File: src/verilog/crt_pkg.sv
// Constants shared by the fixed-memory read timing design
package crt_pkg;
  // ----------------------------------------------------------------
  // Address register field positions (bit n of the register at n-1)
  // ----------------------------------------------------------------
  localparam int unsigned ADDR_W        = 16;
  localparam int unsigned ADDR_HIGH_A   = 10;  // Bit eleven
  localparam int unsigned ADDR_HIGH_B   = 11;  // Bit twelve
  localparam int unsigned INH_BITS      = 7;   // Low-order inhibit bits
  localparam int unsigned ADDR_BIT_EIGHT = 7;
  localparam int unsigned ADDR_BIT_NINE  = 8;
  // ----------------------------------------------------------------
  // Organisation
  // ----------------------------------------------------------------
  localparam int unsigned WORD_W         = 16;
  localparam int unsigned MODULES        = 6;
  localparam int unsigned STRANDS_PER_MOD = 12;
  localparam int unsigned STRANDS_TOTAL  = 72;
  localparam int unsigned STRAND_IDX_W   = 7;
  localparam int unsigned RESET_LINES    = 4;
  localparam int unsigned CORES_PER_MOD  = 512;
  localparam int unsigned WORDS_TOTAL    = 36864;
  // ----------------------------------------------------------------
  // Timing
  // ----------------------------------------------------------------
  localparam int unsigned CLK_PERIOD_NS  = 50;
  localparam int unsigned MEM_CYCLE_NS   = 11970;  // 11.97 us
  localparam int unsigned MEM_CYCLE_CLKS = MEM_CYCLE_NS / CLK_PERIOD_NS;
  localparam int unsigned CYC_CNT_W      = 8;
  // Reset value of every timing flop and output
  localparam logic        FLOP_RESET     = 1'b0;
endpackage : crt_pkg

File: src/verilog/crt_timing_if.sv
// Timing enables passed from the cycle timing to the selectors
`timescale 1ns/1ns
interface crt_timing_if;
  logic fixed_access_flag;
  logic inhibit_envelope;
  logic set_enable;
  logic reset_enable;
  logic clear_rope_pulse;

  modport gen (
    output fixed_access_flag,
    output inhibit_envelope,
    output set_enable,
    output reset_enable,
    output clear_rope_pulse
  );
  modport use_side (
    input fixed_access_flag,
    input inhibit_envelope,
    input set_enable,
    input reset_enable,
    input clear_rope_pulse
  );
endinterface : crt_timing_if

File: src/verilog/crt_cycle_timing.sv
// Fixed-memory cycle timing flip-flops
`timescale 1ns/1ns
module crt_cycle_timing (
  input  wire logic             clk_i,
  input  wire logic             reset_i,
  input  wire logic             fixed_access_i,
  input  wire logic             phase_three_i,
  input  wire logic             timing_pulse_one_i,
  input  wire logic             timing_pulse_two_i,
  input  wire logic             timing_pulse_three_i,
  input  wire logic             timing_pulse_six_i,
  input  wire logic             timing_pulse_eight_i,
  input  wire logic             timing_pulse_ten_i,
  input  wire logic             erasable_timing_reset_i,
  input  wire logic             global_restart_i,
  crt_timing_if.gen             tim
);
  logic inhibit_envelope_r, inhibit_envelope_nxt;
  logic sete_r, sete_nxt;
  logic rste_r, rste_nxt;
  logic pre_r, pre_nxt;
  logic clr_r, clr_nxt;
  logic t01p3;
  logic kill_ab;
  logic kill_all;

  // ----------------------------------------------------------------
  // Next-state logic
  // ----------------------------------------------------------------
  // Synchronous set/reset flops decoded from pulse and phase
  always_comb begin
    t01p3    = timing_pulse_one_i & phase_three_i;
    kill_ab  = reset_i | global_restart_i | erasable_timing_reset_i;
    kill_all = reset_i | global_restart_i;
    inhibit_envelope_nxt = inhibit_envelope_r;
    sete_nxt = sete_r;
    rste_nxt = rste_r;
    pre_nxt  = pre_r;
    clr_nxt  = clr_r;
    if (timing_pulse_eight_i & phase_three_i & fixed_access_i) begin
      inhibit_envelope_nxt = 1'b1;
    end
    if (t01p3) begin
      inhibit_envelope_nxt = 1'b0;
    end
    if (timing_pulse_ten_i & phase_three_i & fixed_access_i) begin
      sete_nxt = 1'b1;
    end
    if (t01p3) begin
      sete_nxt = 1'b0;
    end
    if (t01p3 & fixed_access_i) begin
      rste_nxt = 1'b1;
    end
    if (timing_pulse_eight_i) begin
      rste_nxt = 1'b0;
    end
    if (timing_pulse_ten_i & ~fixed_access_i) begin
      pre_nxt = 1'b1;
    end
    if (timing_pulse_three_i) begin
      pre_nxt = 1'b0;
    end
    if (timing_pulse_two_i & ~fixed_access_i & pre_r) begin
      clr_nxt = 1'b1;
    end
    if (timing_pulse_six_i) begin
      clr_nxt = 1'b0;
    end
    if (kill_ab) begin
      inhibit_envelope_nxt = crt_pkg::FLOP_RESET;
      sete_nxt = crt_pkg::FLOP_RESET;
    end
    if (kill_all) begin
      rste_nxt = crt_pkg::FLOP_RESET;
      pre_nxt  = crt_pkg::FLOP_RESET;
      clr_nxt  = crt_pkg::FLOP_RESET;
    end
  end

  // Register stage
  always_ff @(posedge clk_i) begin
    inhibit_envelope_r <= inhibit_envelope_nxt;
    sete_r <= sete_nxt;
    rste_r <= rste_nxt;
    pre_r  <= pre_nxt;
    clr_r  <= clr_nxt;
  end

  // Clear-rope falls with the first flop at pulse three
  assign tim.fixed_access_flag = fixed_access_i;
  assign tim.inhibit_envelope  = inhibit_envelope_r;
  assign tim.set_enable        = sete_r;
  assign tim.reset_enable      = rste_r;
  assign tim.clear_rope_pulse  = clr_r & pre_r;
endmodule : crt_cycle_timing

File: src/verilog/crt_inhibit_gates.sv
// Inhibit and parity-inhibit line gating
`timescale 1ns/1ns
module crt_inhibit_gates (
  input  wire logic [crt_pkg::INH_BITS-1:0] addr_low_i,
  input  wire logic                         x_parity_select_i,
  input  wire logic                         y_bottom_select_i,
  input  wire logic                         x_top_select_i,
  crt_timing_if.use_side                    tim,
  output logic      [crt_pkg::INH_BITS-1:0] inh_true_o,
  output logic      [crt_pkg::INH_BITS-1:0] inh_cmp_o,
  output logic                              parity_true_o,
  output logic                              parity_cmp_o
);
  logic par;

  // Each address bit and its complement drive one line pair
  genvar g;
  generate
    for (g = 0; g < crt_pkg::INH_BITS; g++) begin : g_inh
      assign inh_true_o[g] = tim.inhibit_envelope & ~addr_low_i[g];
      assign inh_cmp_o[g]  = tim.inhibit_envelope & addr_low_i[g];
    end
  endgenerate

  // Parity pair makes every unselected core see two inhibits
  assign par           = x_parity_select_i ^ y_bottom_select_i ^ x_top_select_i;
  assign parity_true_o = tim.inhibit_envelope & par;
  assign parity_cmp_o  = tim.inhibit_envelope & ~par;
endmodule : crt_inhibit_gates

File: src/verilog/crt_rope_read.sv
// Top of the fixed-memory read timing and selection logic
`timescale 1ns/1ns
// What this block does
// - Bit eleven or twelve of the address marks a fixed access.
// - All fixed timing lies in one 11.97 us memory cycle.
// - Timing signals except clear-rope need the fixed-access flag.
// - Inhibit envelope sets at pulse eight phase three, clears at one.
// - Inhibit envelope enables current in the selected inhibit lines.
// - Set enable sets at pulse ten phase three, clears at one.
// - Reset enable runs from pulse one phase three to pulse eight.
// - Clear-rope sequence: pre-flop at ten, set two, fall three, clear six.
// - Clear-rope appears only when fixed memory is not addressed.
// - Erasable timing reset clears inhibit envelope and set enable.
// - Global restart clears all other timing flops.
// - Seven low address bits and complements drive fourteen inhibit lines.
// - Parity inhibit pair comes from three selection signals.
// - Bit nine picks one of two set lines, bits eight and nine one of four reset lines.
// - Exactly one set line at set time, two planes each.
// - Exactly one reset line at reset time, one plane each.
// - One of six modules and one of twelve strands pick a strand.
// - Unselected cores are inhibited by at least two lines.
// - Sense amplifiers enabled during reset time read one word.
// - Fixed store is 36,864 words, 512 cores per module.
// - Clear-rope stops fixed data reaching the shared lines.
// - Strobe request becomes the sense strobe loading the buffer.
module crt_rope_read (
  input  wire logic                               clk_i,
  input  wire logic                               reset_i,
  input  wire logic [crt_pkg::ADDR_W-1:0]         address_i,
  input  wire logic [crt_pkg::STRAND_IDX_W-1:0]   strand_index_i,
  input  wire logic                               phase_three_i,
  input  wire logic                               phase_four_i,
  input  wire logic                               timing_pulse_one_i,
  input  wire logic                               timing_pulse_two_i,
  input  wire logic                               timing_pulse_three_i,
  input  wire logic                               timing_pulse_six_i,
  input  wire logic                               timing_pulse_eight_i,
  input  wire logic                               timing_pulse_ten_i,
  input  wire logic                               erasable_timing_reset_i,
  input  wire logic                               global_restart_i,
  input  wire logic                               erasable_strobe_request_i,
  input  wire logic                               x_parity_select_i,
  input  wire logic                               y_bottom_select_i,
  input  wire logic                               x_top_select_i,
  input  wire logic [crt_pkg::WORD_W-1:0]         sense_data_i,
  output logic                                    fixed_access_flag_o,
  output logic                                    inhibit_envelope_o,
  output logic                                    set_enable_o,
  output logic                                    reset_enable_o,
  output logic                                    clear_rope_pulse_o,
  output logic [crt_pkg::INH_BITS-1:0]            inhibit_line_o,
  output logic [crt_pkg::INH_BITS-1:0]            inhibit_line_cmp_o,
  output logic                                    parity_inhibit_o,
  output logic                                    parity_inhibit_cmp_o,
  output logic                                    set_line_low_pair_o,
  output logic                                    set_line_high_pair_o,
  output logic                                    reset_line_plane_a_o,
  output logic                                    reset_line_plane_b_o,
  output logic                                    reset_line_plane_c_o,
  output logic                                    reset_line_plane_d_o,
  output logic [crt_pkg::MODULES-1:0]             module_select_o,
  output logic [crt_pkg::STRANDS_PER_MOD-1:0]     strand_select_o,
  output logic                                    sense_enable_o,
  output logic                                    sense_strobe_o,
  output logic                                    buffer_load_o,
  output logic [crt_pkg::WORD_W-1:0]              buffer_word_o,
  output logic                                    cycle_overrun_o
);
  // ----------------------------------------------------------------
  // Decoding helpers
  // ----------------------------------------------------------------
  // Two-bit one-hot decode, used for reset lines and strand groups
  function automatic logic [3:0] dec4(input logic [1:0] sel);
    logic [3:0] v;
    v = 4'h0;
    v[sel] = 1'b1;
    return v;
  endfunction : dec4

  // Two-bit code of a value below four, taken from a wider index
  function automatic logic [1:0] low2(input logic [6:0] v);
    return v[1:0];
  endfunction : low2

  // ----------------------------------------------------------------
  // Declarations
  // ----------------------------------------------------------------
  crt_timing_if tim ();

  logic                                fixed_access;
  logic [crt_pkg::INH_BITS-1:0]        inh_true;
  logic [crt_pkg::INH_BITS-1:0]        inh_cmp;
  logic                                par_true;
  logic                                par_cmp;
  logic [3:0]                          rst_dec;
  logic [6:0]                          mod_idx;
  logic [6:0]                          str_idx;
  logic [crt_pkg::MODULES-1:0]         mod_dec;
  logic [crt_pkg::STRANDS_PER_MOD-1:0] str_dec;
  logic                                strand_valid;

  logic                                flag_r, flag_nxt;
  logic                                inhibit_envelope_r, inhibit_envelope_nxt;
  logic                                sete_r, sete_nxt;
  logic                                rste_r, rste_nxt;
  logic                                clr_r, clr_nxt;
  logic [crt_pkg::INH_BITS-1:0]        inh_r, inh_nxt;
  logic [crt_pkg::INH_BITS-1:0]        inhc_r, inhc_nxt;
  logic                                par_r, par_nxt;
  logic                                parc_r, parc_nxt;
  logic [1:0]                          setl_r, setl_nxt;
  logic [3:0]                          rstl_r, rstl_nxt;
  logic [crt_pkg::MODULES-1:0]         mod_r, mod_nxt;
  logic [crt_pkg::STRANDS_PER_MOD-1:0] str_r, str_nxt;
  logic                                sen_r, sen_nxt;
  logic                                stb_r, stb_nxt;
  logic                                ld_r, ld_nxt;
  logic [crt_pkg::WORD_W-1:0]          word_r, word_nxt;
  logic [crt_pkg::CYC_CNT_W-1:0]       cyc_r, cyc_nxt;
  logic                                ovr_r, ovr_nxt;

  // ----------------------------------------------------------------
  // Fixed-access detection
  // ----------------------------------------------------------------
  // Either high address bit selects the ropes
  assign fixed_access = address_i[crt_pkg::ADDR_HIGH_A]
                      | address_i[crt_pkg::ADDR_HIGH_B];

  // ----------------------------------------------------------------
  // Sub-blocks
  // ----------------------------------------------------------------
  crt_cycle_timing u_timing (
    .clk_i                   (clk_i),
    .reset_i                 (reset_i),
    .fixed_access_i          (fixed_access),
    .phase_three_i           (phase_three_i),
    .timing_pulse_one_i      (timing_pulse_one_i),
    .timing_pulse_two_i      (timing_pulse_two_i),
    .timing_pulse_three_i    (timing_pulse_three_i),
    .timing_pulse_six_i      (timing_pulse_six_i),
    .timing_pulse_eight_i    (timing_pulse_eight_i),
    .timing_pulse_ten_i      (timing_pulse_ten_i),
    .erasable_timing_reset_i (erasable_timing_reset_i),
    .global_restart_i        (global_restart_i),
    .tim                     (tim.gen)
  );

  crt_inhibit_gates u_inhibit (
    .addr_low_i        (address_i[crt_pkg::INH_BITS-1:0]),
    .x_parity_select_i (x_parity_select_i),
    .y_bottom_select_i (y_bottom_select_i),
    .x_top_select_i    (x_top_select_i),
    .tim               (tim.use_side),
    .inh_true_o        (inh_true),
    .inh_cmp_o         (inh_cmp),
    .parity_true_o     (par_true),
    .parity_cmp_o      (par_cmp)
  );

  // ----------------------------------------------------------------
  // Set, reset, module and strand selection
  // ----------------------------------------------------------------
  // Bits eight and nine choose one reset plane
  assign rst_dec = dec4({address_i[crt_pkg::ADDR_BIT_NINE],
                         address_i[crt_pkg::ADDR_BIT_EIGHT]});

  // Strand index splits into module (six) and strand (twelve)
  assign strand_valid = strand_index_i < 7'(crt_pkg::STRANDS_TOTAL);
  assign mod_idx = strand_index_i / 7'(crt_pkg::STRANDS_PER_MOD);
  assign str_idx = strand_index_i % 7'(crt_pkg::STRANDS_PER_MOD);

  // Module is one of six, strand a 3-by-4 combination of twelve
  always_comb begin
    mod_dec = '0;
    str_dec = '0;
    if (strand_valid) begin
      mod_dec[mod_idx[2:0]] = 1'b1;
      str_dec = {dec4(low2(str_idx >> 2)) == 4'h4 ? dec4(low2(str_idx)) : 4'h0,
                 dec4(low2(str_idx >> 2)) == 4'h2 ? dec4(low2(str_idx)) : 4'h0,
                 dec4(low2(str_idx >> 2)) == 4'h1 ? dec4(low2(str_idx)) : 4'h0};
    end
  end

  // ----------------------------------------------------------------
  // Output stage next values
  // ----------------------------------------------------------------
  // Every port is registered; selection follows the enables
  always_comb begin
    flag_nxt = fixed_access;
    inhibit_envelope_nxt = tim.inhibit_envelope;
    sete_nxt = tim.set_enable;
    rste_nxt = tim.reset_enable;
    clr_nxt  = tim.clear_rope_pulse;
    inh_nxt  = inh_true;
    inhc_nxt = inh_cmp;
    par_nxt  = par_true;
    parc_nxt = par_cmp;
    // One set line covers a pair of planes
    setl_nxt = {tim.set_enable & address_i[crt_pkg::ADDR_BIT_NINE],
                tim.set_enable & ~address_i[crt_pkg::ADDR_BIT_NINE]};
    // One reset line covers a single plane
    rstl_nxt = tim.reset_enable ? rst_dec : 4'h0;
    mod_nxt  = tim.reset_enable ? mod_dec : '0;
    str_nxt  = tim.reset_enable ? str_dec : '0;
    sen_nxt  = tim.reset_enable & tim.fixed_access_flag;
    stb_nxt  = erasable_strobe_request_i;
    ld_nxt   = 1'b0;
    word_nxt = word_r;
    // Strobe moves the sensed word into the buffer
    if (erasable_strobe_request_i & tim.reset_enable) begin
      ld_nxt   = 1'b1;
      word_nxt = sense_data_i;
    end
    // Clear-rope keeps fixed data off the shared lines
    if (tim.clear_rope_pulse) begin
      ld_nxt   = 1'b0;
      word_nxt = '0;
    end
    // Cycle length watch, restarted at pulse one phase three
    cyc_nxt = cyc_r;
    ovr_nxt = ovr_r;
    if (timing_pulse_one_i & phase_three_i) begin
      cyc_nxt = '0;
      ovr_nxt = 1'b0;
    end else if (cyc_r != 8'(crt_pkg::MEM_CYCLE_CLKS)) begin
      cyc_nxt = cyc_r + 8'h01;
    end else begin
      ovr_nxt = 1'b1;
    end
    if (reset_i | global_restart_i) begin
      inhibit_envelope_nxt = crt_pkg::FLOP_RESET;
      sete_nxt = crt_pkg::FLOP_RESET;
      rste_nxt = crt_pkg::FLOP_RESET;
      clr_nxt  = crt_pkg::FLOP_RESET;
      inh_nxt  = '0;
      inhc_nxt = '0;
      par_nxt  = 1'b0;
      parc_nxt = 1'b0;
      setl_nxt = 2'h0;
      rstl_nxt = 4'h0;
      mod_nxt  = '0;
      str_nxt  = '0;
      sen_nxt  = 1'b0;
      ld_nxt   = 1'b0;
      cyc_nxt  = '0;
      ovr_nxt  = 1'b0;
    end
    if (reset_i) begin
      flag_nxt = 1'b0;
      stb_nxt  = 1'b0;
      word_nxt = '0;
    end
  end

  // Output register stage
  always_ff @(posedge clk_i) begin
    flag_r <= flag_nxt;
    inhibit_envelope_r <= inhibit_envelope_nxt;
    sete_r <= sete_nxt;
    rste_r <= rste_nxt;
    clr_r  <= clr_nxt;
    inh_r  <= inh_nxt;
    inhc_r <= inhc_nxt;
    par_r  <= par_nxt;
    parc_r <= parc_nxt;
    setl_r <= setl_nxt;
    rstl_r <= rstl_nxt;
    mod_r  <= mod_nxt;
    str_r  <= str_nxt;
    sen_r  <= sen_nxt;
    stb_r  <= stb_nxt;
    ld_r   <= ld_nxt;
    word_r <= word_nxt;
    cyc_r  <= cyc_nxt;
    ovr_r  <= ovr_nxt;
  end

  // ----------------------------------------------------------------
  // Port drive
  // ----------------------------------------------------------------
  assign fixed_access_flag_o  = flag_r;
  assign inhibit_envelope_o   = inhibit_envelope_r;
  assign set_enable_o         = sete_r;
  assign reset_enable_o       = rste_r;
  assign clear_rope_pulse_o   = clr_r;
  assign inhibit_line_o       = inh_r;
  assign inhibit_line_cmp_o   = inhc_r;
  assign parity_inhibit_o     = par_r;
  assign parity_inhibit_cmp_o = parc_r;
  assign set_line_low_pair_o  = setl_r[0];
  assign set_line_high_pair_o = setl_r[1];
  assign reset_line_plane_a_o = rstl_r[0];
  assign reset_line_plane_b_o = rstl_r[1];
  assign reset_line_plane_c_o = rstl_r[2];
  assign reset_line_plane_d_o = rstl_r[3];
  assign module_select_o      = mod_r;
  assign strand_select_o      = str_r;
  assign sense_enable_o       = sen_r;
  assign sense_strobe_o       = stb_r;
  assign buffer_load_o        = ld_r;
  assign buffer_word_o        = word_r;
  assign cycle_overrun_o      = ovr_r;
endmodule : crt_rope_read

File: config.mk
export PLATFORM = sky130hd
export DESIGN_NAME = crt_rope_read
export DESIGN_NICKNAME = d
export VERILOG_FILES = /design/src/verilog/crt_pkg.sv /design/src/verilog/crt_timing_if.sv /design/src/verilog/crt_cycle_timing.sv /design/src/verilog/crt_inhibit_gates.sv /design/src/verilog/crt_rope_read.sv
export SDC_FILE = /design/constraint.sdc
export NUM_CORES = 1
export LEC_CHECK = 0
export BUFFER_PORTS_ARGS = -buffer_cell sky130_fd_sc_hd__buf_4
export CORE_MARGIN = 10
export CORE_UTILIZATION = 47
export DETAILED_ROUTE_END_ITERATION = 7
export PLACE_DENSITY = 0.88
export SETUP_SLACK_MARGIN = 0.02
export SYNTH_ARGS = -nofsm -noshare
export SYNTH_HDL_FRONTEND = slang
export SYNTH_HIERARCHICAL = 1
export SYNTH_SLANG_ARGS = --single-unit
export TNS_END_PERCENT = 20
File: constraint.sdc
create_clock -name clk_i -period 2.66 [get_ports clk_i]
set_input_delay 0 -clock clk_i [delete_from_list [all_inputs] [get_ports clk_i]]
set_output_delay 0 -clock clk_i [all_outputs]
set_load 0.01 [all_outputs]
==> impl_metrics.json <==
{
  "worst_setup_path_start_kind": "primary input",
  "post_synth_inst_count": 360,
  "critical-path-top-cell-by-count": "sky130_fd_sc_hd__dlygate4sd3_1",
  "synth_area_per_cell_um2": 9.064,
  "antenna_violations_before_repair": 1,
  "numPortBuffers": 113,
  "cp_num_buf_inv": 4,
  "timing.rr.end": "strand_select_o[5]",
  "post-layout-total-power_mw": 2.279,
  "critical_path.slowest_cell": "sky130_fd_sc_hd__dlygate4sd3_1",
  "fp.dieArea_um2": 10680,
  "num_vias": 3114,
  "die_x_um": 103.3,
  "p_leak_nw": 2.054,
  "drt-vias-per-instance": 5.199,
  "maxCapViolCount": 0,
  "clkSinkCount": 78,
  "synth-main-ff-cell": "sky130_fd_sc_hd__dfxtp_1",
  "cts_htree_levels": 3,
  "rsz0062_at_grt": "no",
  "regToRegStartpoint": "u_timing/tim.reset_enable",
  "cp_cell_sequence": "dlygate4sd3_1 > buf_4 > a2111o_1 > dlygate4sd3_1 > nor2_1 > dlygate4sd3_1",
  "worstSkewPairLatency_ns": 0.35,
  "synth_nets": 418,
  "global_route.overflow_total": 0,
  "cpLargestDelayFamily": "buffers and inverters",
  "worst_pin_slew_ns": 0.5803,
  "achievable-frequency_mhz": 482.1,
  "drt-pass1-iter-count": 4,
  "synthesis.area_um2": 3263,
  "route.antenna.remaining_nets": 0,
  "timing.slew.headroom": 0.6122,
  "synth-edff-count": 0,
  "core_area_um2": 6756,
  "cts_inserted_buffers": 9,
  "cts_tree": "done",
  "worstRegToRegCells": 5,
  "tns_ns": 0,
  "setup_ws_ns": 0.5856,
  "dr.first_iter.drc_count": 132,
  "ys_async_sr_fraction": 0,
  "root_buffer": "sky130_fd_sc_hd__clkbuf_8",
  "layout-drive-gt1-share": 0.2843,
  "clk_path_buf_depth": 2,
  "synth-seq-cells": 78,
  "drc_errors": 0,
  "post_cts_resize_count": 0,
  "dp_slack_ns": 0.5991,
  "cts_post_setup_buffers_inserted": 0,
  "hold_start": "address_i[10]",
  "worst_setup_path_end_kind": "flip-flop",
  "detailed_placement_wirelength_estimate_um": 6691,
  "grt_start_max_net_pins": 24,
  "path_max_fanout": 6,
  "yosys.cell_types.count": 60,
  "ir_drop_v": 0.0002319,
  "syn2layout_area_growth_pct": 45.86,
  "setup_viol": 0,
  "nets": 570,
  "timing.critical_path.slowest_cell_delay_ns": 0.56,
  "route.final.wire_length_um": 9658,
  "post-route-period-util": 0.7799,
  "timing.setup.critical_path_class": "primary input to flip-flop",
  "total_of_warnings_raised_by_yosys": 6,
  "hold_class": "primary input to flip-flop",
  "place_congestion": 0.9191,
  "synth_sequential_area_ratio": 0.4785,
  "floorplan.initialDensity": 0.4830,
  "power_per_cell_area_nw_per_um2": 478.8,
  "first_global_vias": 3010,
  "timing.final.hold_violations": 0,
  "timing.reg2reg.setup_slack_ns": 0.74,
  "num_rows": 30,
  "postCtsHoldBufs": 45,
  "min_path_cells": 3,
  "floorplan.io_pins": 120,
  "final-max-slew-violation-count": 0,
  "globalRouteTotalUtil": 0.1761,
  "wire_per_inst_um": 16.12,
  "floorplan.die.height_um": 103.3,
  "fin_skew_ns": 0.02085,
  "status": "completed",
  "min_to": "fixed_access_flag_o",
  "global_route_wire_length_before_repair_um": 14650,
  "final_period_minus_worst_setup_slack_ns": 2.074,
  "cp.arrival_ns": 2.36,
  "critPathRequiredTime_ns": 2.94,
  "clkTransAtPathRegs_ns": 0.08
}
worst max path at each step:
stage	from	to	slack, ns	cells after the start
floorplan	strand_index_i[5]	strand_select_o[7]	1.02	9
detailed placement	strand_index_i[5]	strand_select_o[0]	0.60	7
finish	global_restart_i	u_timing/tim.inhibit_envelope	0.59	6
global placement	strand_index_i[5]	strand_select_o[3]	0.67	7
CTS	global_restart_i	u_timing/tim.inhibit_envelope	0.64	6
global route	strand_index_i[4]	strand_select_o[5]	0.47	7
through the flow:
step / std cells / utilization / hold slack [ns] / cell area (µm²)
6_report: 599 / 0.7044 / 0.06612 / 4760
5_1_grt: 598 / 0.7041 / 0.08401 / 4757
4_1_cts: 597 / 0.7037 / 0.05472 / 4755
3_5_place_dp: 536 / 0.6098 / 0.1760 / 4120
3_3_place_gp: 536 / 0.6098 / 0.1733 / 4120
2_1_floorplan: 360 / - / 0.06886 / 3263
report_power, final:
part / switching, mW / total [mW] / internal, mW / leakage [nW]
clock: 0.418 / 0.810 / 0.392 / 0.0890
sequential: 0.00465 / 1.18 / 1.17 / 0.629
combinational: 0.138 / 0.291 / 0.153 / 1.34
cell type report:
type / count / area (µm²)
sequential: 78 / 1562
timing repair buffer: 159 / 1306
inverter: 5 / 18.77
clock inverter: 4 / 28.78
antenna: 2 / 5.005
multi-input combinational: 259 / 1584
fill: 510 / 1997
tap: 80 / 100.1
clock buffer: 12 / 155.1
worst register-to-register path, stage by stage (launching register included):
cell,delay [ns]
sky130_fd_sc_hd__dfxtp_1,0.48
sky130_fd_sc_hd__nand3b_1,0.13
sky130_fd_sc_hd__a21oi_1,0.38
sky130_fd_sc_hd__nand3b_1,0.16
sky130_fd_sc_hd__dlygate4sd3_1,0.61
sky130_fd_sc_hd__nor2_1,0.10
sequential cells by signal, indices dropped and copies added, names as in the netlist, 2 cells and up:
signal              cells
strand_select_o        12
rstl_r                  4
buffer_word_o          16
inhibit_line_o          7
setl_r                  2
cyc_r                   8
module_select_o         6
inhibit_line_cmp_o      7
cells in the mapped netlist (all sizes together) (3+ instances only):
library cell	count	area share
a21oi	27	0.041
a31oi	5	0.014
and2	30	0.058
and2b	4	0.0096
and3	6	0.012
buf	11	0.022
clkbuf	7	0.0081
dfxtp	78	0.48
ha	3	0.012
inv	5	0.0058
mux2i	4	0.012
nand2	50	0.058
nand2b	4	0.0077
nand3	6	0.0092
nand3b	6	0.018
nor2	35	0.041
nor2b	12	0.025
nor3	5	0.0077
nor3b	5	0.012
nor4	5	0.012
o21ai	10	0.015
or2	3	0.0065
or3	4	0.0077
xnor2	5	0.018
xor2	3	0.0081
logic make-up (layout without fill, tap and decap cells):
group           count (synthesis)  in the layout  share of synthesized area
xor+xnor                        8              8                    0.02608
compound gates                 59             59                     0.1262
mux                             4              4                    0.01227
simple gates                  185            185                     0.3094
buf+inv                        23            180                    0.03604
fa+ha+maj                       3              3                    0.01150
other cells                     0              2                          0
flops                          78             78                     0.4785
layer usage:
metal  routed length (µm)  vias up  GRT usage
met4                  395        0     0.1027
met3                  666       29    0.04319
met2                 5024      113     0.3155
met1                 3572     1447     0.1831
li1                     -     1525          -
met5                    0        -          0
layout by cell type (no fill, tap or decap), types with 3 or more instances in the layout:
| cell type | count |
|---|---|
| sky130_fd_sc_hd__a21oi_1 | 27 |
| sky130_fd_sc_hd__a31oi_1 | 4 |
| sky130_fd_sc_hd__and2_1 | 30 |
| sky130_fd_sc_hd__and2b_1 | 3 |
| sky130_fd_sc_hd__and3_1 | 6 |
| sky130_fd_sc_hd__buf_4 | 114 |
| sky130_fd_sc_hd__clkbuf_8 | 11 |
| sky130_fd_sc_hd__dfxtp_1 | 78 |
| sky130_fd_sc_hd__dlygate4sd3_1 | 45 |
| sky130_fd_sc_hd__ha_1 | 3 |
| sky130_fd_sc_hd__inv_1 | 5 |
| sky130_fd_sc_hd__mux2i_1 | 4 |
| sky130_fd_sc_hd__nand2_1 | 50 |
| sky130_fd_sc_hd__nand2b_1 | 4 |
| sky130_fd_sc_hd__nand3_1 | 6 |
| sky130_fd_sc_hd__nand3b_1 | 5 |
| sky130_fd_sc_hd__nor2_1 | 34 |
| sky130_fd_sc_hd__nor2b_1 | 10 |
| sky130_fd_sc_hd__nor3_1 | 5 |
| sky130_fd_sc_hd__nor3b_1 | 5 |
| sky130_fd_sc_hd__nor4_1 | 4 |
| sky130_fd_sc_hd__o21ai_0 | 9 |
| sky130_fd_sc_hd__or3_1 | 4 |
| sky130_fd_sc_hd__xnor2_1 | 3 |
| sky130_fd_sc_hd__xor2_1 | 3 |
(Power assumes the default switching activity.)
